`src/rtl/gio_pkg.sv`:
```
/*
  Package for the general purpose I/O port block: register byte offsets,
  bit positions of the shared pull-up and reduced-drive registers, pin masks
  and bus state encoding.
  Assumes a 32-bit AHB-Lite bus with one register per aligned word.
*/
package gio_pkg;

  localparam int         PORT_W    = 8;
  localparam int         NUM_PORTS = 6;
  localparam int         PIN_W     = PORT_W * NUM_PORTS;
  localparam int         AW        = 7;

  // Byte offsets of the registers
  localparam logic [6:0] OFS_A_DATA    = 7'h00;
  localparam logic [6:0] OFS_A_DIR     = 7'h04;
  localparam logic [6:0] OFS_B_DATA    = 7'h08;
  localparam logic [6:0] OFS_B_DIR     = 7'h0C;
  localparam logic [6:0] OFS_E_DATA    = 7'h10;
  localparam logic [6:0] OFS_E_DIR     = 7'h14;
  localparam logic [6:0] OFS_E_ASSIGN  = 7'h18;
  localparam logic [6:0] OFS_H_DATA    = 7'h1C;
  localparam logic [6:0] OFS_H_DIR     = 7'h20;
  localparam logic [6:0] OFS_J_DATA    = 7'h24;
  localparam logic [6:0] OFS_J_DIR     = 7'h28;
  localparam logic [6:0] OFS_K_DATA    = 7'h2C;
  localparam logic [6:0] OFS_K_DIR     = 7'h30;
  localparam logic [6:0] OFS_WAKE_POL  = 7'h34;
  localparam logic [6:0] OFS_WAKE_IE   = 7'h38;
  localparam logic [6:0] OFS_WAKE_FLAG = 7'h3C;
  localparam logic [6:0] OFS_PULLUP    = 7'h40;
  localparam logic [6:0] OFS_RDRIVE    = 7'h44;

  // Lane of each port inside the combined pin vector
  localparam int         LANE_A = 0;
  localparam int         LANE_B = 1;
  localparam int         LANE_E = 2;
  localparam int         LANE_H = 3;
  localparam int         LANE_J = 4;
  localparam int         LANE_K = 5;

  // Bit of each port in the pull-up and reduced-drive registers
  localparam int         SEL_A = 0;
  localparam int         SEL_B = 1;
  localparam int         SEL_E = 2;
  localparam int         SEL_H = 3;
  localparam int         SEL_J = 4;
  localparam int         SEL_K = 5;
  localparam int         SEL_W = 6;

  localparam logic [7:0] BYTE_ZERO       = 8'h00;
  localparam logic [7:0] E_DIR_EFFECTIVE = 8'hFC;
  localparam logic [7:0] E_PULL_PINS     = 8'h8F;
  localparam logic [7:0] E_ACTIVE_PULL   = 8'h8D;
  localparam logic [7:0] K_EMUL_PINS     = 8'h87;
  localparam logic [1:0] HTRANS_NONSEQ   = 2'h2;

  typedef enum logic [0:0] {
    GIO_ST_READY = 1'b0,
    GIO_ST_RWAIT = 1'b1
  } gio_bus_state_t;

endpackage

```
`src/rtl/gio_pin_sync.sv`:
```
/*
  Two-stage synchroniser for a vector of pin inputs, plus one more stage so
  that edges can be found without looking at the first flop.
  Assumes pins are asynchronous to hclk and change slower than the clock.
*/
`timescale 1ns/1ps
`default_nettype none

module gio_pin_sync
  import gio_pkg::*;
#(
  parameter int W = PIN_W
)(
  input  wire logic         hclk,
  input  wire logic         hresetn,
  input  wire logic [W-1:0] pin_raw,
  output logic      [W-1:0] pin_level,
  output logic      [W-1:0] pin_level_d
);

  logic [W-1:0] meta_reg;
  logic [W-1:0] level_reg;
  logic [W-1:0] level_d_reg;

  always_ff @(posedge hclk or negedge hresetn)
  begin
    if (!hresetn)
    begin
      meta_reg    <= '0;
      level_reg   <= '0;
      level_d_reg <= '0;
    end
    else
    begin
      meta_reg    <= pin_raw;
      level_reg   <= meta_reg;
      level_d_reg <= level_reg;
    end
  end

  assign pin_level   = level_reg;
  assign pin_level_d = level_d_reg;

endmodule

`default_nettype wire

```
`src/rtl/gio_ports.sv`:
```
/*
  General purpose I/O ports A, B, E, H, J and K with key wake-up on H and J,
  reached over an AHB-Lite slave.
  Assumes mode and emulation inputs come from logic on hclk, pins are
  asynchronous, and pad cells apply pull, pull-down and drive selects.
*/
// Design decisions made here: the AHB-Lite register port and the register addresses.
// Summary of operation
// - Every port has a data register readable and writable whenever the port is in the map, and a per-pin direction register except where pins are input only.
// - After reset every general purpose pin is an input.
// - A direction bit of one makes the pin an output, zero an input, and all direction registers reset to zero.
// - In expanded and peripheral modes the port A and B data and direction registers leave the map.
// - A port's pull-up enable bit pulls up its input pins, and the pull-up register leaves the map in peripheral mode.
// - A reduced-drive bit lowers all outputs of its port; the register takes one write after reset and leaves the map in peripheral mode.
// - Port E pins 1 and 0 are input only and stay readable while used as interrupt request inputs.
// - The port E pin assignment overrides the port E direction bits, and only direction bits 7 to 2 act.
// - The port E pull-up bit pulls pins 7, 3, 2, 1 and 0, with active devices on 7, 3, 2 and 0.
// - The port E data and direction registers leave the map in peripheral mode and in expanded modes with port E emulation.
// - Port H and J pins detect wake-up edges as inputs or outputs, and interrupt only when enabled.
// - A polarity bit of one selects rising edges and a pull-down, zero selects falling edges and a pull-up, resetting to zero.
// - In expanded or peripheral modes with page index emulation the port K registers leave the map.
// - Port K bit 3 is always a general purpose pin.
`timescale 1ns/1ps
`default_nettype none

module gio_ports
  import gio_pkg::*;
(
  input  wire logic        hclk,
  input  wire logic        hresetn,
  input  wire logic        hsel,
  input  wire logic [31:0] haddr,
  input  wire logic [1:0]  htrans,
  input  wire logic        hwrite,
  input  wire logic [2:0]  hsize,
  input  wire logic [31:0] hwdata,
  input  wire logic        hready,
  output logic      [31:0] hrdata,
  output logic             hreadyout,
  output logic             hresp,
  input  wire logic        mode_expanded,
  input  wire logic        mode_peripheral,
  input  wire logic        page_index_emulation_en,
  input  wire logic        port_e_emulation_en,
  input  wire logic [7:0]  a_in,
  output logic      [7:0]  a_out,
  output logic      [7:0]  a_oe,
  output logic      [7:0]  a_pull,
  output logic             a_low_drive,
  input  wire logic [7:0]  b_in,
  output logic      [7:0]  b_out,
  output logic      [7:0]  b_oe,
  output logic      [7:0]  b_pull,
  output logic             b_low_drive,
  input  wire logic [7:0]  e_in,
  output logic      [7:0]  e_out,
  output logic      [7:0]  e_oe,
  output logic      [7:0]  e_pull,
  output logic      [7:0]  e_pull_active,
  output logic             e_low_drive,
  input  wire logic [7:0]  h_in,
  output logic      [7:0]  h_out,
  output logic      [7:0]  h_oe,
  output logic      [7:0]  h_pull,
  output logic      [7:0]  h_pull_down,
  output logic             h_low_drive,
  input  wire logic [7:0]  j_in,
  output logic      [7:0]  j_out,
  output logic      [7:0]  j_oe,
  output logic      [7:0]  j_pull,
  output logic      [7:0]  j_pull_down,
  output logic             j_low_drive,
  input  wire logic [7:0]  k_in,
  output logic      [7:0]  k_out,
  output logic      [7:0]  k_oe,
  output logic      [7:0]  k_pull,
  output logic             k_low_drive,
  output logic             wake_irq
);

  function automatic logic [7:0] gio_mix(input logic [7:0] dir,
                                         input logic [7:0] latch,
                                         input logic [7:0] pin);
    return (dir & latch) | (~dir & pin);
  endfunction

  function automatic logic [31:0] gio_word(input logic [7:0] v, input logic keep);
    return keep ? {24'h000000, v} : 32'h00000000;
  endfunction

  logic [PIN_W-1:0] pin_s;
  logic [PIN_W-1:0] pin_d;

  gio_pin_sync #(.W(PIN_W)) u_sync (
    .hclk        (hclk),
    .hresetn     (hresetn),
    .pin_raw     ({k_in, j_in, h_in, e_in, b_in, a_in}),
    .pin_level   (pin_s),
    .pin_level_d (pin_d)
  );

  logic [7:0]       a_s;
  logic [7:0]       b_s;
  logic [7:0]       e_s;
  logic [7:0]       k_s;
  logic [15:0]      hj_s;
  logic [15:0]      hj_d;

  assign a_s  = pin_s[LANE_A*PORT_W +: PORT_W];
  assign b_s  = pin_s[LANE_B*PORT_W +: PORT_W];
  assign e_s  = pin_s[LANE_E*PORT_W +: PORT_W];
  assign k_s  = pin_s[LANE_K*PORT_W +: PORT_W];
  assign hj_s = pin_s[LANE_H*PORT_W +: 2*PORT_W];
  assign hj_d = pin_d[LANE_H*PORT_W +: 2*PORT_W];

  // Map presence per operating mode
  logic ab_here;
  logic e_here;
  logic k_here;
  logic shared_here;
  logic k_emul;

  assign ab_here     = !(mode_expanded || mode_peripheral);
  assign e_here      = !mode_peripheral && !(mode_expanded && port_e_emulation_en);
  assign k_emul      = (mode_expanded || mode_peripheral) && page_index_emulation_en;
  assign k_here      = !k_emul;
  assign shared_here = !mode_peripheral;

  // Registers
  gio_bus_state_t   st_reg, st_next;
  logic             wr_pend_reg, wr_pend_next;
  logic [AW-1:0]    addr_reg, addr_next;
  logic [31:0]      hrdata_reg, hrdata_next;
  logic [7:0]       a_data_reg, a_data_next, a_dir_reg, a_dir_next;
  logic [7:0]       b_data_reg, b_data_next, b_dir_reg, b_dir_next;
  logic [7:0]       e_data_reg, e_data_next, e_dir_reg, e_dir_next;
  logic [7:0]       e_assign_reg, e_assign_next;
  logic [7:0]       h_data_reg, h_data_next, h_dir_reg, h_dir_next;
  logic [7:0]       j_data_reg, j_data_next, j_dir_reg, j_dir_next;
  logic [7:0]       k_data_reg, k_data_next, k_dir_reg, k_dir_next;
  logic [15:0]      pol_reg, pol_next;
  logic [15:0]      ie_reg, ie_next;
  logic [15:0]      flag_reg, flag_next;
  logic [SEL_W-1:0] pull_reg, pull_next;
  logic [SEL_W-1:0] rdrv_reg, rdrv_next;
  logic             rdrv_done_reg, rdrv_done_next;

  logic [7:0]       e_dir_eff;
  logic [15:0]      wake_edge;
  logic             take;
  logic [7:0]       wb;
  logic [31:0]      rd_word;

  assign e_dir_eff = e_dir_reg & ~e_assign_reg & E_DIR_EFFECTIVE;
  // Edges seen on synchronised pins whatever the direction
  assign wake_edge = (pol_reg & hj_s & ~hj_d) | (~pol_reg & ~hj_s & hj_d);
  assign take      = hsel && hready && (htrans == HTRANS_NONSEQ);
  assign wb        = hwdata[7:0];

  always_comb
  begin
    rd_word = 32'h00000000;
    unique case (addr_reg)
      OFS_A_DATA:    rd_word = gio_word(gio_mix(a_dir_reg, a_data_reg, a_s), ab_here);
      OFS_A_DIR:     rd_word = gio_word(a_dir_reg, ab_here);
      OFS_B_DATA:    rd_word = gio_word(gio_mix(b_dir_reg, b_data_reg, b_s), ab_here);
      OFS_B_DIR:     rd_word = gio_word(b_dir_reg, ab_here);
      OFS_E_DATA:    rd_word = gio_word(gio_mix(e_dir_eff, e_data_reg, e_s), e_here);
      OFS_E_DIR:     rd_word = gio_word(e_dir_reg, e_here);
      OFS_E_ASSIGN:  rd_word = gio_word(e_assign_reg, 1'b1);
      OFS_H_DATA:    rd_word = gio_word(gio_mix(h_dir_reg, h_data_reg, hj_s[7:0]), 1'b1);
      OFS_H_DIR:     rd_word = gio_word(h_dir_reg, 1'b1);
      OFS_J_DATA:    rd_word = gio_word(gio_mix(j_dir_reg, j_data_reg, hj_s[15:8]), 1'b1);
      OFS_J_DIR:     rd_word = gio_word(j_dir_reg, 1'b1);
      OFS_K_DATA:    rd_word = gio_word(gio_mix(k_dir_reg, k_data_reg, k_s), k_here);
      OFS_K_DIR:     rd_word = gio_word(k_dir_reg, k_here);
      OFS_WAKE_POL:  rd_word = {16'h0000, pol_reg};
      OFS_WAKE_IE:   rd_word = {16'h0000, ie_reg};
      OFS_WAKE_FLAG: rd_word = {16'h0000, flag_reg};
      OFS_PULLUP:    rd_word = shared_here ? {26'h0000000, pull_reg} : 32'h00000000;
      OFS_RDRIVE:    rd_word = shared_here ? {26'h0000000, rdrv_reg} : 32'h00000000;
      default:       rd_word = 32'h00000000;
    endcase
  end

  always_comb
  begin
    st_next        = st_reg;
    wr_pend_next   = 1'b0;
    addr_next      = addr_reg;
    hrdata_next    = hrdata_reg;
    a_data_next    = a_data_reg;
    a_dir_next     = a_dir_reg;
    b_data_next    = b_data_reg;
    b_dir_next     = b_dir_reg;
    e_data_next    = e_data_reg;
    e_dir_next     = e_dir_reg;
    e_assign_next  = e_assign_reg;
    h_data_next    = h_data_reg;
    h_dir_next     = h_dir_reg;
    j_data_next    = j_data_reg;
    j_dir_next     = j_dir_reg;
    k_data_next    = k_data_reg;
    k_dir_next     = k_dir_reg;
    pol_next       = pol_reg;
    ie_next        = ie_reg;
    flag_next      = flag_reg;
    pull_next      = pull_reg;
    rdrv_next      = rdrv_reg;
    rdrv_done_next = rdrv_done_reg;

    // Write data phase; absent registers swallow the write
    if (wr_pend_reg)
    begin
      unique case (addr_reg)
        OFS_A_DATA:    if (ab_here) a_data_next = wb;
        OFS_A_DIR:     if (ab_here) a_dir_next = wb;
        OFS_B_DATA:    if (ab_here) b_data_next = wb;
        OFS_B_DIR:     if (ab_here) b_dir_next = wb;
        OFS_E_DATA:    if (e_here) e_data_next = wb;
        OFS_E_DIR:     if (e_here) e_dir_next = wb;
        OFS_E_ASSIGN:  e_assign_next = wb;
        OFS_H_DATA:    h_data_next = wb;
        OFS_H_DIR:     h_dir_next = wb;
        OFS_J_DATA:    j_data_next = wb;
        OFS_J_DIR:     j_dir_next = wb;
        OFS_K_DATA:    if (k_here) k_data_next = wb;
        OFS_K_DIR:     if (k_here) k_dir_next = wb;
        OFS_WAKE_POL:  pol_next = hwdata[15:0];
        OFS_WAKE_IE:   ie_next = hwdata[15:0];
        OFS_WAKE_FLAG: flag_next = flag_reg & ~hwdata[15:0];
        OFS_PULLUP:    if (shared_here) pull_next = hwdata[SEL_W-1:0];
        OFS_RDRIVE:
          if (shared_here && !rdrv_done_reg)
          begin
            rdrv_next      = hwdata[SEL_W-1:0];
            rdrv_done_next = 1'b1;
          end
        default:       ;
      endcase
    end

    // A new edge wins over a clear in the same cycle
    flag_next = flag_next | wake_edge;

    unique case (st_reg)
      GIO_ST_READY:
        if (take)
        begin
          addr_next    = haddr[AW-1:0];
          wr_pend_next = hwrite;
          if (!hwrite)
            st_next = GIO_ST_RWAIT;
        end
      GIO_ST_RWAIT:
      begin
        // One wait state so a write just landed is seen by the read
        hrdata_next = rd_word;
        st_next     = GIO_ST_READY;
      end
    endcase
  end

  always_ff @(posedge hclk or negedge hresetn)
  begin
    if (!hresetn)
    begin
      st_reg        <= GIO_ST_READY;
      wr_pend_reg   <= 1'b0;
      addr_reg      <= '0;
      hrdata_reg    <= 32'h00000000;
      a_data_reg    <= BYTE_ZERO;
      a_dir_reg     <= BYTE_ZERO;
      b_data_reg    <= BYTE_ZERO;
      b_dir_reg     <= BYTE_ZERO;
      e_data_reg    <= BYTE_ZERO;
      e_dir_reg     <= BYTE_ZERO;
      e_assign_reg  <= BYTE_ZERO;
      h_data_reg    <= BYTE_ZERO;
      h_dir_reg     <= BYTE_ZERO;
      j_data_reg    <= BYTE_ZERO;
      j_dir_reg     <= BYTE_ZERO;
      k_data_reg    <= BYTE_ZERO;
      k_dir_reg     <= BYTE_ZERO;
      pol_reg       <= 16'h0000;
      ie_reg        <= 16'h0000;
      flag_reg      <= 16'h0000;
      pull_reg      <= '0;
      rdrv_reg      <= '0;
      rdrv_done_reg <= 1'b0;
    end
    else
    begin
      st_reg        <= st_next;
      wr_pend_reg   <= wr_pend_next;
      addr_reg      <= addr_next;
      hrdata_reg    <= hrdata_next;
      a_data_reg    <= a_data_next;
      a_dir_reg     <= a_dir_next;
      b_data_reg    <= b_data_next;
      b_dir_reg     <= b_dir_next;
      e_data_reg    <= e_data_next;
      e_dir_reg     <= e_dir_next;
      e_assign_reg  <= e_assign_next;
      h_data_reg    <= h_data_next;
      h_dir_reg     <= h_dir_next;
      j_data_reg    <= j_data_next;
      j_dir_reg     <= j_dir_next;
      k_data_reg    <= k_data_next;
      k_dir_reg     <= k_dir_next;
      pol_reg       <= pol_next;
      ie_reg        <= ie_next;
      flag_reg      <= flag_next;
      pull_reg      <= pull_next;
      rdrv_reg      <= rdrv_next;
      rdrv_done_reg <= rdrv_done_next;
    end
  end

  assign hrdata    = hrdata_reg;
  assign hreadyout = (st_reg == GIO_ST_READY);
  assign hresp     = 1'b0;

  // Pin side; ports A and B in bus modes and the port K emulation pins drive nothing, port E keeps driving
  assign a_out = a_data_reg;
  assign b_out = b_data_reg;
  assign e_out = e_data_reg;
  assign h_out = h_data_reg;
  assign j_out = j_data_reg;
  assign k_out = k_data_reg;

  assign a_oe = ab_here ? a_dir_reg : BYTE_ZERO;
  assign b_oe = ab_here ? b_dir_reg : BYTE_ZERO;
  assign e_oe = e_dir_eff;
  assign h_oe = h_dir_reg;
  assign j_oe = j_dir_reg;
  assign k_oe = k_emul ? (k_dir_reg & ~K_EMUL_PINS) : k_dir_reg;

  assign a_pull        = {PORT_W{pull_reg[SEL_A]}} & ~a_oe;
  assign b_pull        = {PORT_W{pull_reg[SEL_B]}} & ~b_oe;
  assign e_pull        = {PORT_W{pull_reg[SEL_E]}} & ~e_oe & E_PULL_PINS;
  assign e_pull_active = e_pull & E_ACTIVE_PULL;
  assign h_pull        = {PORT_W{pull_reg[SEL_H]}} & ~h_oe;
  assign j_pull        = {PORT_W{pull_reg[SEL_J]}} & ~j_oe;
  assign k_pull        = {PORT_W{pull_reg[SEL_K]}} & ~k_oe;
  assign h_pull_down   = pol_reg[7:0];
  assign j_pull_down   = pol_reg[15:8];

  assign a_low_drive = rdrv_reg[SEL_A];
  assign b_low_drive = rdrv_reg[SEL_B];
  assign e_low_drive = rdrv_reg[SEL_E];
  assign h_low_drive = rdrv_reg[SEL_H];
  assign j_low_drive = rdrv_reg[SEL_J];
  assign k_low_drive = rdrv_reg[SEL_K];

  assign wake_irq = |(flag_reg & ie_reg);

endmodule

`default_nettype wire

```
`config.mk`:
```
export PLATFORM = sky130hd
export DESIGN_NAME = gio_ports
export DESIGN_NICKNAME = d
export VERILOG_FILES = /design/src/rtl/gio_pkg.sv /design/src/rtl/gio_pin_sync.sv /design/src/rtl/gio_ports.sv
export SDC_FILE = /design/constraint.sdc
export NUM_CORES = 1
export LEC_CHECK = 0
export ABC_AREA = 0
export BUFFER_PORTS_ARGS = -buffer_cell sky130_fd_sc_hd__buf_2
export CAP_MARGIN = 40
export CORE_ASPECT_RATIO = 1.1
export CORE_MARGIN = 3
export CORE_UTILIZATION = 53
export DETAILED_ROUTE_END_ITERATION = 6
export PLACE_DENSITY = 0.79
export SLEW_MARGIN = 20
export SYNTH_ARGS = -nofsm -noshare
export SYNTH_HDL_FRONTEND = slang
export SYNTH_SLANG_ARGS = --single-unit
```
`constraint.sdc`:
```
create_clock -name hclk -period 2.7 [get_ports hclk]
set_clock_uncertainty 0.05 [all_clocks]
set_input_delay 0.54 -clock hclk [delete_from_list [all_inputs] [get_ports hclk]]
set_output_delay 0.54 -clock hclk [all_outputs]
set_load 0.01 [all_outputs]
```
# --- Yosys cells after proc, flatten, opt, wreduce, memory -nomap -nowiden ---
# Index checks and enable logic that the tools add are counted.
totals:
  output_inout_bits: 209
  elab_cells: 146
  register_bits: 342
  input_bits: 126
classes:
  bitwise_logic: 51
  mux: 21
  reduce_logical: 30
  eq_ne: 18
op_table:
  columns: ["cell", "count"]
  rows:
  - ["$pmux 16 s18", 1]
  - ["$and 8x8->8", 19]
  - ["$and 16x16->16", 6]
  - ["$mux 8", 11]
  - ["$not 8->8", 10]
  - ["$not 16->16", 4]
  - ["$eq 7x6->1 const B", 8]
  - ["$or 8x8->8", 6]
  - ["$mux 16", 2]
  - ["$or 16x16->16", 2]
  - ["$reduce_and 3->1", 10]
  - ["$eq 7x5->1 const B", 4]
  - ["$reduce_and 2->1", 8]
  - ["$reduce_or 16->1", 1]
  - ["$eq 7x4->1 const B", 2]
  - ["$eq 7x7->1 const B", 2]
  - ["$mux 6", 2]
  - ["$eq 7x3->1 const B", 1]
  - ["$logic_not 7->1", 1]
  - ["$logic_and 1x1->1", 6]
  - ["$mux 1", 4]
  - ["$not 1->1", 4]
  - ["$logic_not 1->1", 3]
  - ["$eq 2x2->1 const B", 1]
  - ["2 further kinds", 2]

# --- Logic depth before layout (Yosys ltp) ---
# Gate-level depths: netlist (run 1).
logic_depth:
  depth_word: 7
  depth_mapped: 8
  ltp_nobuf: 5

# --- Hierarchy ---
# A second synthesis (run 1) with hierarchy kept.
hier_totals:
  cells_unflattened: 1055
  hier_area_um2: 13968.4
modules_own_cells:
  columns: ["mod", "cells_per_inst", "area_per_inst_um2", "seq_area_each_um2", "instances"]
  rows:
  - ["gio_ports", 911, 10364.9, 4754.6, 1]
  - ["gio_pin_sync", 144, 3603.5, 3603.5, 1]

# --- Least setup slack after synthesis (run 1) ---
# Ideal clock, no wire load.
synth_path:
  path_kind: "reg-to-reg"
  start: "register addr_reg[3]"
  end: "register pol_reg[10]"
  path_buffers: 3
  arrival_time_ps: 1787
  stages_incl_launch_ff: 8
  period_less_slack_ps: 1962
  setup_time_ps: 125
  path_slack_ps: 738
  required_time_ps: 2525
  cell_sequence: "dfrtp_1 buf_6 or4b_1 buf_2 nor2_8 nand2_4 buf_6 mux2_4"
synth_between:
  elab_chain_cells: 2
synth_lines:
  columns: ["element", "line_no", "text"]
  rows:
  - ["start, declared", "gio_ports.sv:132", "logic [AW-1:0] addr_reg, addr_next;"]
  - ["start signal, assigned", "gio_ports.sv:296", "addr_reg <= addr_next;"]
  - ["$eq 7x6->1", "gio_ports.sv:215", "unique case (addr_reg)"]
  - ["$reduce_and 2->1 (no source line)", null, null]
  - ["end signal, assigned", "gio_ports.sv:311", "pol_reg <= pol_next;"]
  - ["end, declared", "gio_ports.sv:141", "logic [15:0] pol_reg, pol_next;"]
# No other way between the ends.
# A chain may end at the register's enable or synchronous reset.

# --- Worst setup path after layout (run 1) ---
layout_path:
  start: "register flag_reg[6]"
  end: "output wake_irq"
layout_between:
  elab_chain_cells: 2
layout_lines:
  columns: ["element", "line_no", "text"]
  rows:
  - ["start, declared", "gio_ports.sv:143", "logic [15:0] flag_reg, flag_next;"]
  - ["start signal, assigned", "gio_ports.sv:313", "flag_reg <= flag_next;"]
  - ["$and 16x16->16", "gio_ports.sv:356", "assign wake_irq = |(flag_reg & ie_reg);"]
  - ["$reduce_or 16->1", "gio_ports.sv:356", null]
  - ["end, declared", "gio_ports.sv:78", "output logic wake_irq"]
# No other way between the ends.

==> impl_metrics.env, run 1 <==
export IMPL_status="finished clean"
export IMPL_multiInputGateArea_um2=5090
export IMPL_wire_per_inst_um=24.9
export IMPL_ys_ff_latch=302
export IMPL_rsz0062_at_grt="no"
export IMPL_finalWeightedCongestion=0.978
export IMPL_cts_made_buffers=30
export IMPL_num_fill_cells=1789
export IMPL_regArea_um2=7560
export IMPL_syn_area_um2=13100
export IMPL_drv_slew=0
export IMPL_area_delta_synth_final_pct=21.0
export IMPL_fp_dieH_um=171
export IMPL_hold_violations=0
export IMPL_yosys_area_top_type="dfrtp_1"
export IMPL_synthAdderAreaFrac_pct=0
export IMPL_critPathKind="reg -> out"
export IMPL_pre_cts_slack_ps=288
export IMPL_synth_xor_area_share_pct=0
export IMPL_synth_async_reset_ratio_pct=100
export IMPL_drtPass1Iterations=5
export IMPL_start_kind="register"
export IMPL_yosysSeqAreaShare_pct=57.7
export IMPL_clk_pin_slew_worst_paths_ps=60
export IMPL_fin_nets=1440
export IMPL_final_common_cell="dfrtp_1"
export IMPL_drt_initial_drc_count=935
export IMPL_crit_required_ps=2110
export IMPL_cp_slowest_cell="dfrtp_1"
export IMPL_r2r_start="addr_reg[1]"
export IMPL_min_path_type="in -> reg"
export IMPL_synth_area_mux_share_pct=16.9
export IMPL_cts_root_buf="clkbuf_16"
export IMPL_clockPowerShare_pct=39.5
export IMPL_yosysTopAreaCellShare_pct=57.7
export IMPL_insertedDiodeCount=0
export IMPL_p_int_uw=7550
export IMPL_viasPerCell=6.03
export IMPL_drive_above_1_share_pct=42.1
export IMPL_crit_fanout=3
export IMPL_h_tree_depth=1
export IMPL_ctsHoldBuffers=1
export IMPL_crit_arrival_ps=1970
export IMPL_vias=9888
export IMPL_p_sw_uw=2750
export IMPL_grt_pass1_wl_um=61000
export IMPL_ant_nets=0
export IMPL_grt_overflow=0
export IMPL_synth_edff_count=0
export IMPL_synth_top_family_by_area="multiplexers"
export IMPL_finalSetupViolCount=0
export IMPL_synth_compound_area_share_pct=8.88
export IMPL_core_um2=24000
export IMPL_worstSetupEndpointType="primary output"
export IMPL_powerDensity_nw_per_um2=650
export IMPL_cts_tree="yes"
export IMPL_hold_start="b_in[0]"
export IMPL_p_seq_share_pct=47.8
export IMPL_path_cells="a22o_1 > a221oi_1 > nand4_1 > buf_2"
export IMPL_ios=335
export IMPL_maxCapViolations=0
export IMPL_power_leakage_uw=0.00768
export IMPL_wl_um=40900
export IMPL_fmax_mhz=391
export IMPL_fin_crit_sh_pct=94.7
export IMPL_netSwitchingFraction_pct=26.7
export IMPL_route_detailed_drc=0
export IMPL_dp_hpwl_um=29900
export IMPL_synth_simple_area_share_pct=12.3
export IMPL_synthFlopType="dfrtp_1"
export IMPL_ys_warn_count=0
export IMPL_rows=59
export IMPL_grt_max_degree=66
export IMPL_worst_pin_slew_ps=704
export IMPL_port_buffers=264
export IMPL_min_period_ps=2560
export IMPL_startpoint="flag_reg[6]"
export IMPL_cts_buffer_depth=3
export IMPL_post_cts_buffers=0
export IMPL_worstSkewPairLatency_ps=560
export IMPL_p_comb_share_pct=12.7
export IMPL_grt_usage_pct=30.2
export IMPL_synthTopCellsByArea="dfrtp_1, mux2_2, nor2b_1"
export IMPL_cts_sinks=302
export IMPL_cts_resized=0
export IMPL_synth_cells=1025
export IMPL_avgSynthCellArea_um2=12.8
export IMPL_grt_pass1_vias=9860
export IMPL_peakVddDrop_v=0.000496
export IMPL_initial_core_util_pct=54.6
export IMPL_die_area_um2=26700
export IMPL_critPathMaxStageDelay_ps=430
export IMPL_layout_common_cells="dfrtp_1, buf_2, mux2_2"
export IMPL_antenna_found_initial=0
export IMPL_synth_cell_types=74
export IMPL_slew_headroom_pct=53.1
export IMPL_fin_setup_tns_ps=0
export IMPL_die_x_um=156
export IMPL_fin_ws_ps=142
-- Yosys cell counts, types with 5 or more instances --
cell	instances
nand3_1	18
a31oi_1	7
nand4_1	8
nand3b_1	6
nor2b_1	55
buf_2	22
dfrtp_1	302
o2bb2ai_1	11
a221o_1	16
or3b_2	6
a22o_1	5
mux2i_1	32
a32o_1	12
and2_1	22
mux2_4	10
inv_1	7
nand3_2	6
nor2_1	48
mux2_2	152
nor3_1	8
buf_4	39
a21oi_1	19
nand2_1	65
a22oi_1	11
o22ai_1	9
a221oi_1	7
a32oi_1	14
o21ai_0	15
clkbuf_1	22
-- power groups by stage --
stage          clock, uW  combinational (uW)  sequential, uW
5_1_grt             4320                1390            4940
6_report            4070                1310            4920
3_3_place_gp           0                1270            4990
3_5_place_dp           0                1280            5000
4_1_cts             4110                1290            4920
2_1_floorplan          0                 737            4910
-- worst paths after layout --
path / to / slack [ps] / cells past startpoint
setup / recovery: wake_irq / 140 / 4
hold reg to reg: u_sync.pin_level[14] / 290 / 0
min in group asynchronous: u_sync.pin_level[35] / 410 / 2
setup reg to reg: rdrv_reg[1] / 210 / 6
hold / removal: u_sync.meta_reg[8] / 40 / 1
max in group asynchronous: flag_reg[2] / 1450 / 3
-- cells by family after synthesis --
group,count (synthesis)
AND/OR/NAND/NOR,278
other,1
buffers and inverters,97
multiplexers,197
flip-flops,302
AO/OA/AOI/OAI,150
-- critical path, delay by kind of cell, from the launching register on --
kind | cells | cell delay (ps)
flip-flops | 1 | 430
AO/OA/AOI/OAI | 2 | 640
buffers and inverters | 1 | 180
AND/OR/NAND/NOR | 1 | 180
-- stage by stage --
step | power, uW | area, um2 | hold slack, ps | std cells | utilization [%]
after global placement | 6260 | 14900 | 281 | 1586 | 62.0
after CTS | 10300 | 15900 | 28.1 | 1641 | 66.1
after floorplan | 5650 | 13200 | 194 | 1050 | -
after detailed placement | 6280 | 14900 | 285 | 1586 | 62.0
after global routing | 10600 | 15900 | 23.8 | 1641 | 66.1
final | 10300 | 15900 | 38.7 | 1641 | 66.1
-- routing by layer --
metal | global-route usage, % | share of wire [%] | vias to the layer above
li1 | - | - | 4237
met3 | 4.60 | 7.5 | 93
met5 | 0 | 0 | -
met4 | 8.99 | 3.0 | 0
met1 | 40.9 | 40 | 5026
met2 | 50.7 | 50 | 532
-- final cells by class --
type	count	share of cell area (%)
timing repair buffer	321	11.5
clock buffer	43	5.74
tap	305	2.41
sequential	302	47.6
multi-input combinational	651	32.1
clock inverter	11	0.418
inverter	8	0.189
No activity file was read; power rests on OpenSTA's default activity.
==> run 2: changes to the inputs <==
--- a/config.mk
+++ b/config.mk
@@ -13,6 +13,7 @@
 export CORE_UTILIZATION = 53
 export DETAILED_ROUTE_END_ITERATION = 6
 export PLACE_DENSITY = 0.79
+export SETUP_SLACK_MARGIN = 0.3
 export SLEW_MARGIN = 20
 export SYNTH_ARGS = -nofsm -noshare
 export SYNTH_HDL_FRONTEND = slang
==> impl_metrics.env, run 2 (same netlist as run 1, synthesis figures left out) <==
export IMPL_initial_core_util_pct=54.6
export IMPL_crit_fanout=3
export IMPL_grt_usage_pct=30.2
export IMPL_fin_setup_tns_ps=0
export IMPL_hold_violations=0
export IMPL_port_buffers=264
export IMPL_grt_pass1_vias=9855
export IMPL_antenna_found_initial=0
export IMPL_status="finished clean"
export IMPL_wire_per_inst_um=24.9
export IMPL_vias=9843
export IMPL_clk_pin_slew_worst_paths_ps=60
export IMPL_worst_pin_slew_ps=704
export IMPL_final_common_cell="dfrtp_1"
export IMPL_crit_required_ps=2110
export IMPL_cts_root_buf="clkbuf_16"
export IMPL_fin_nets=1441
export IMPL_core_um2=24000
export IMPL_peakVddDrop_v=0.000494
export IMPL_fp_dieH_um=171
export IMPL_dp_hpwl_um=29900
export IMPL_die_x_um=156
export IMPL_maxCapViolations=0
export IMPL_fmax_mhz=415
export IMPL_fin_crit_sh_pct=89.3
export IMPL_rsz0062_at_grt="yes"
export IMPL_grt_max_degree=66
export IMPL_viasPerCell=5.99
export IMPL_cts_buffer_depth=3
export IMPL_drtPass1Iterations=7
export IMPL_ios=335
export IMPL_rrSetupSlack_ps=330
export IMPL_drv_slew=0
export IMPL_cts_tree="yes"
export IMPL_area_delta_synth_final_pct=21.2
export IMPL_min_period_ps=2410
export IMPL_worstHoldEndpoint="u_sync.meta_reg[8]"
export IMPL_final_core_util_pct=66.2
export IMPL_cts_sinks=302
export IMPL_drive_above_1_share_pct=42.7
export IMPL_slew_headroom_pct=53.1
export IMPL_hold_depth=1
export IMPL_cts_made_buffers=30
export IMPL_drt_initial_drc_count=849
export IMPL_power_leakage_uw=0.00769
export IMPL_hold_slack_ps=35.8
export IMPL_grt_overflow=0
export IMPL_rows=59
export IMPL_worstSetupEndpointType="primary output"
export IMPL_r2r_cells=6
export IMPL_die_area_um2=26700
export IMPL_h_tree_depth=1
export IMPL_finalWeightedCongestion=0.978
export IMPL_wl_um=40900
export IMPL_r2r_start="addr_reg[1]"
export IMPL_grt_pass1_wl_um=61000
export IMPL_powerDensity_nw_per_um2=649
export IMPL_hold_start="b_in[0]"
export IMPL_r2r_end="rdrv_reg[5]"
export IMPL_route_detailed_drc=0
export IMPL_min_path_type="in -> reg"
export IMPL_finalSetupViolCount=0
export IMPL_critPathKind="reg -> out"
export IMPL_layout_common_cells="dfrtp_1, buf_2, mux2_2"
export IMPL_start_kind="register"
export IMPL_crit_arrival_ps=1820
export IMPL_insertedDiodeCount=0
export IMPL_worstSkewPairLatency_ps=560
export IMPL_ant_nets=0
## run 2: cell type report
cell class,instances,area (um2)
Sequential cell,302,7560
Clock buffer,43,911
Fill cell,1786,8100
Inverter,8,30.0
Tap cell,305,382
Timing Repair Buffer,322,1830
Clock inverter,11,66.3
Multi-Input combinational cell,651,5110
## run 2: metrics by stage
| step | power, uW | instances | worst slack (ps) | area (um2) |
|---|---|---|---|---|
| final | 10300 | 1642 | 288 | 15900 |
| after global routing | 10700 | 1642 | 213 | 15900 |
| after CTS | 10300 | 1641 | 286 | 15900 |
| after detailed placement | 6280 | 1586 | 288 | 14900 |
| after global placement | 6260 | 1586 | 321 | 14900 |
| after floorplan | 5650 | 1050 | 738 | 13200 |
## run 2: power by group
part           leakage [uW]  internal (uW)  total, uW  switching [uW]
Combinational       0.00351            512       1310             797
Clock              0.000482           2330       4080            1750
Sequential          0.00369           4710       4930             213
Total               0.00769           7560      10300            2760
## run 2: worst max path at each step
stage | from | endpoint | slack [ps] | depth (start not counted)
finish | flag_reg[6] | wake_irq | 290 | 4
global route | flag_reg[6] | wake_irq | 210 | 4
CTS | flag_reg[6] | wake_irq | 290 | 4
detailed placement | addr_reg[1] | rdrv_reg[4] | 290 | 6
global placement | addr_reg[1] | rdrv_reg[2] | 320 | 6
floorplan | addr_reg[3] | pol_reg[10] | 740 | 7
## run 2: worst max-delay path, cell delays in order, from the launching register on
cell	delay, ps
dfrtp_1	420
a22o_1	250
a221oi_2	270
nand4_1	150
buf_2	170
## run 2: repair_timing
item	4_1_cts	5_1_grt
gates cloned	0	0
buffers inserted	0	1
gates resized for setup	2	6
setup endpoints to repair	7	46
hold buffers	1	0
endpoints found under the hold margin	31	0
pin swaps	0	3
## run 2: metal layers
layer	GRT usage (%)	vias to the layer above	part of all wire, %
met2	50.7	526	49
met1	40.9	4976	39
met3	4.60	101	8.3
met5	0	-	0
li1	-	4240	-
met4	8.99	0	3.3
==> run 3: changes to the inputs <==
--- a/config.mk
+++ b/config.mk
@@ -10,9 +10,10 @@
 export CAP_MARGIN = 40
 export CORE_ASPECT_RATIO = 1.1
 export CORE_MARGIN = 3
-export CORE_UTILIZATION = 53
+export CORE_UTILIZATION = 55
+export CTS_BUF_LIST = sky130_fd_sc_hd__clkbuf_8
 export DETAILED_ROUTE_END_ITERATION = 6
-export PLACE_DENSITY = 0.79
+export PLACE_DENSITY = 0.81
 export SETUP_SLACK_MARGIN = 0.3
 export SLEW_MARGIN = 20
 export SYNTH_ARGS = -nofsm -noshare
==> impl_metrics.env, run 3 (same netlist as run 1, synthesis figures left out) <==
export IMPL_initial_core_util_pct=56.6
export IMPL_start_kind="register"
export IMPL_drt_initial_drc_count=795
export IMPL_wire_per_inst_um=24.8
export IMPL_die_area_um2=25700
export IMPL_critPathMaxStageDelay_ps=390
export IMPL_slew_headroom_pct=52.1
export IMPL_crit_family="compound AO/OA/AOI/OAI gates"
export IMPL_worstHoldEndpoint="u_sync.meta_reg[35]"
export IMPL_h_tree_depth=2
export IMPL_final_core_util_pct=68.5
export IMPL_min_period_ps=2410
export IMPL_crit_fanout=2
export IMPL_insertedDiodeCount=0
export IMPL_fin_crit_sh_pct=89.1
export IMPL_num_fill_cells=1724
export IMPL_power_leakage_uw=0.00776
export IMPL_grt_overflow=0
export IMPL_rsz0062_at_grt="yes"
export IMPL_r2r_end="j_out[2]"
export IMPL_grt_usage_pct=31.6
export IMPL_worstSetupEndpointType="primary output"
export IMPL_crit_arrival_ps=1820
export IMPL_critPathKind="reg -> out"
export IMPL_finalSetupViolCount=0
export IMPL_r2r_start="addr_reg[6]"
export IMPL_die_x_um=153
export IMPL_cts_root_buf="clkbuf_8"
export IMPL_fin_setup_tns_ps=0
export IMPL_crit_required_ps=2110
export IMPL_rows=58
export IMPL_finalWeightedCongestion=0.962
export IMPL_rrSetupSlack_ps=330
export IMPL_grt_pass1_wl_um=62100
export IMPL_fmax_mhz=416
export IMPL_clk_pin_slew_worst_paths_ps=60
export IMPL_drive_above_1_share_pct=42.9
export IMPL_hold_violations=0
export IMPL_status="finished clean"
export IMPL_grt_max_degree=70
export IMPL_area_delta_synth_final_pct=21.0
export IMPL_ant_nets=0
export IMPL_cts_buffer_depth=3
export IMPL_cts_tree="yes"
export IMPL_hold_start="j_in[3]"
export IMPL_drtPass1Iterations=5
export IMPL_core_um2=23100
export IMPL_path_cells="a22o_1 > a221oi_2 > nand4_1 > buf_2"
export IMPL_drv_slew=0
export IMPL_ios=335
export IMPL_worstSkewPairLatency_ps=570
export IMPL_powerDensity_nw_per_um2=640
export IMPL_r2r_cells=4
export IMPL_regArea_um2=7560
export IMPL_dp_hpwl_um=29900
export IMPL_cp_slowest_cell="dfrtp_1"
export IMPL_final_common_cell="dfrtp_1"
export IMPL_hold_slack_ps=26.8
export IMPL_multiInputGateArea_um2=5110
export IMPL_cts_sinks=302
export IMPL_maxCapViolations=0
export IMPL_cts_made_buffers=49
export IMPL_route_detailed_drc=0
export IMPL_hold_depth=1
export IMPL_worst_pin_slew_ps=719
export IMPL_power_total_uw=10200
export IMPL_antenna_found_initial=0
export IMPL_port_buffers=264
export IMPL_crit_buf_inv=1
export IMPL_grt_pass1_vias=10200
export IMPL_peakVddDrop_v=0.000412
export IMPL_vias=9894
export IMPL_fin_nets=1459
export IMPL_layout_common_cells="dfrtp_1, buf_2, mux2_2"
export IMPL_fp_dieH_um=168
export IMPL_wl_um=41300
export IMPL_min_path_type="in -> reg"
export IMPL_viasPerCell=5.94
==> run 3: power by group <==
| group | total (uW) | internal (uW) | switching, uW |
|---|---|---|---|
| Sequential | 4950 | 4710 | 232 |
| Combinational | 1270 | 491 | 775 |
| Clock | 3940 | 2180 | 1760 |
| Total | 10200 | 7390 | 2760 |
==> run 3: worst max path at each step <==
stage | depth (start not counted) | slack, ps | from | end
6_report | 4 | 290 | ie_reg[6] | wake_irq
3_3_place_gp | 4 | 300 | addr_reg[0] | pol_reg[12]
3_5_place_dp | 4 | 270 | addr_reg[0] | pol_reg[5]
4_1_cts | 4 | 280 | ie_reg[6] | wake_irq
2_1_floorplan | 7 | 740 | addr_reg[3] | pol_reg[10]
5_1_grt | 4 | 230 | ie_reg[13] | wake_irq
==> run 3: layer usage <==
metal / vias up / track usage (%) / part of all wire, %
li1: 4273 / - / -
met1: 5011 / 41.3 / 40
met2: 504 / 53.4 / 49
met3: 106 / 5.24 / 7.3
met4: 0 / 11.9 / 3.8
met5: - / 0 / 0
==> run 3: what timing repair did <==
| item | in CTS | in global routing |
|---|---|---|
| hold buffers | 1 | 0 |
| endpoints found under the setup margin | 16 | 12 |
| resized for setup | 3 | 4 |
| setup buffers | 3 | 1 |
| hold endpoints to repair | 63 | 0 |
| cloned | 0 | 0 |
| pin swaps | 1 | 0 |
==> run 3: final cells by class <==
type / count / area share [%]
sequential: 302 / 47.7
multi-input combinational: 651 / 32.2
timing repair buffer: 321 / 11.4
inverter: 8 / 0.189
clock buffer: 60 / 5.21
tap: 300 / 2.37
clock inverter: 23 / 0.915
==> run 3: through the flow <==
stage	area [um2]	cells	worst slack, ps
after floorplan	13200	1050	738
after global placement	14800	1577	296
after detailed placement	14800	1577	269
after CTS	15800	1664	277
after global routing	15900	1665	230
final	15900	1665	295
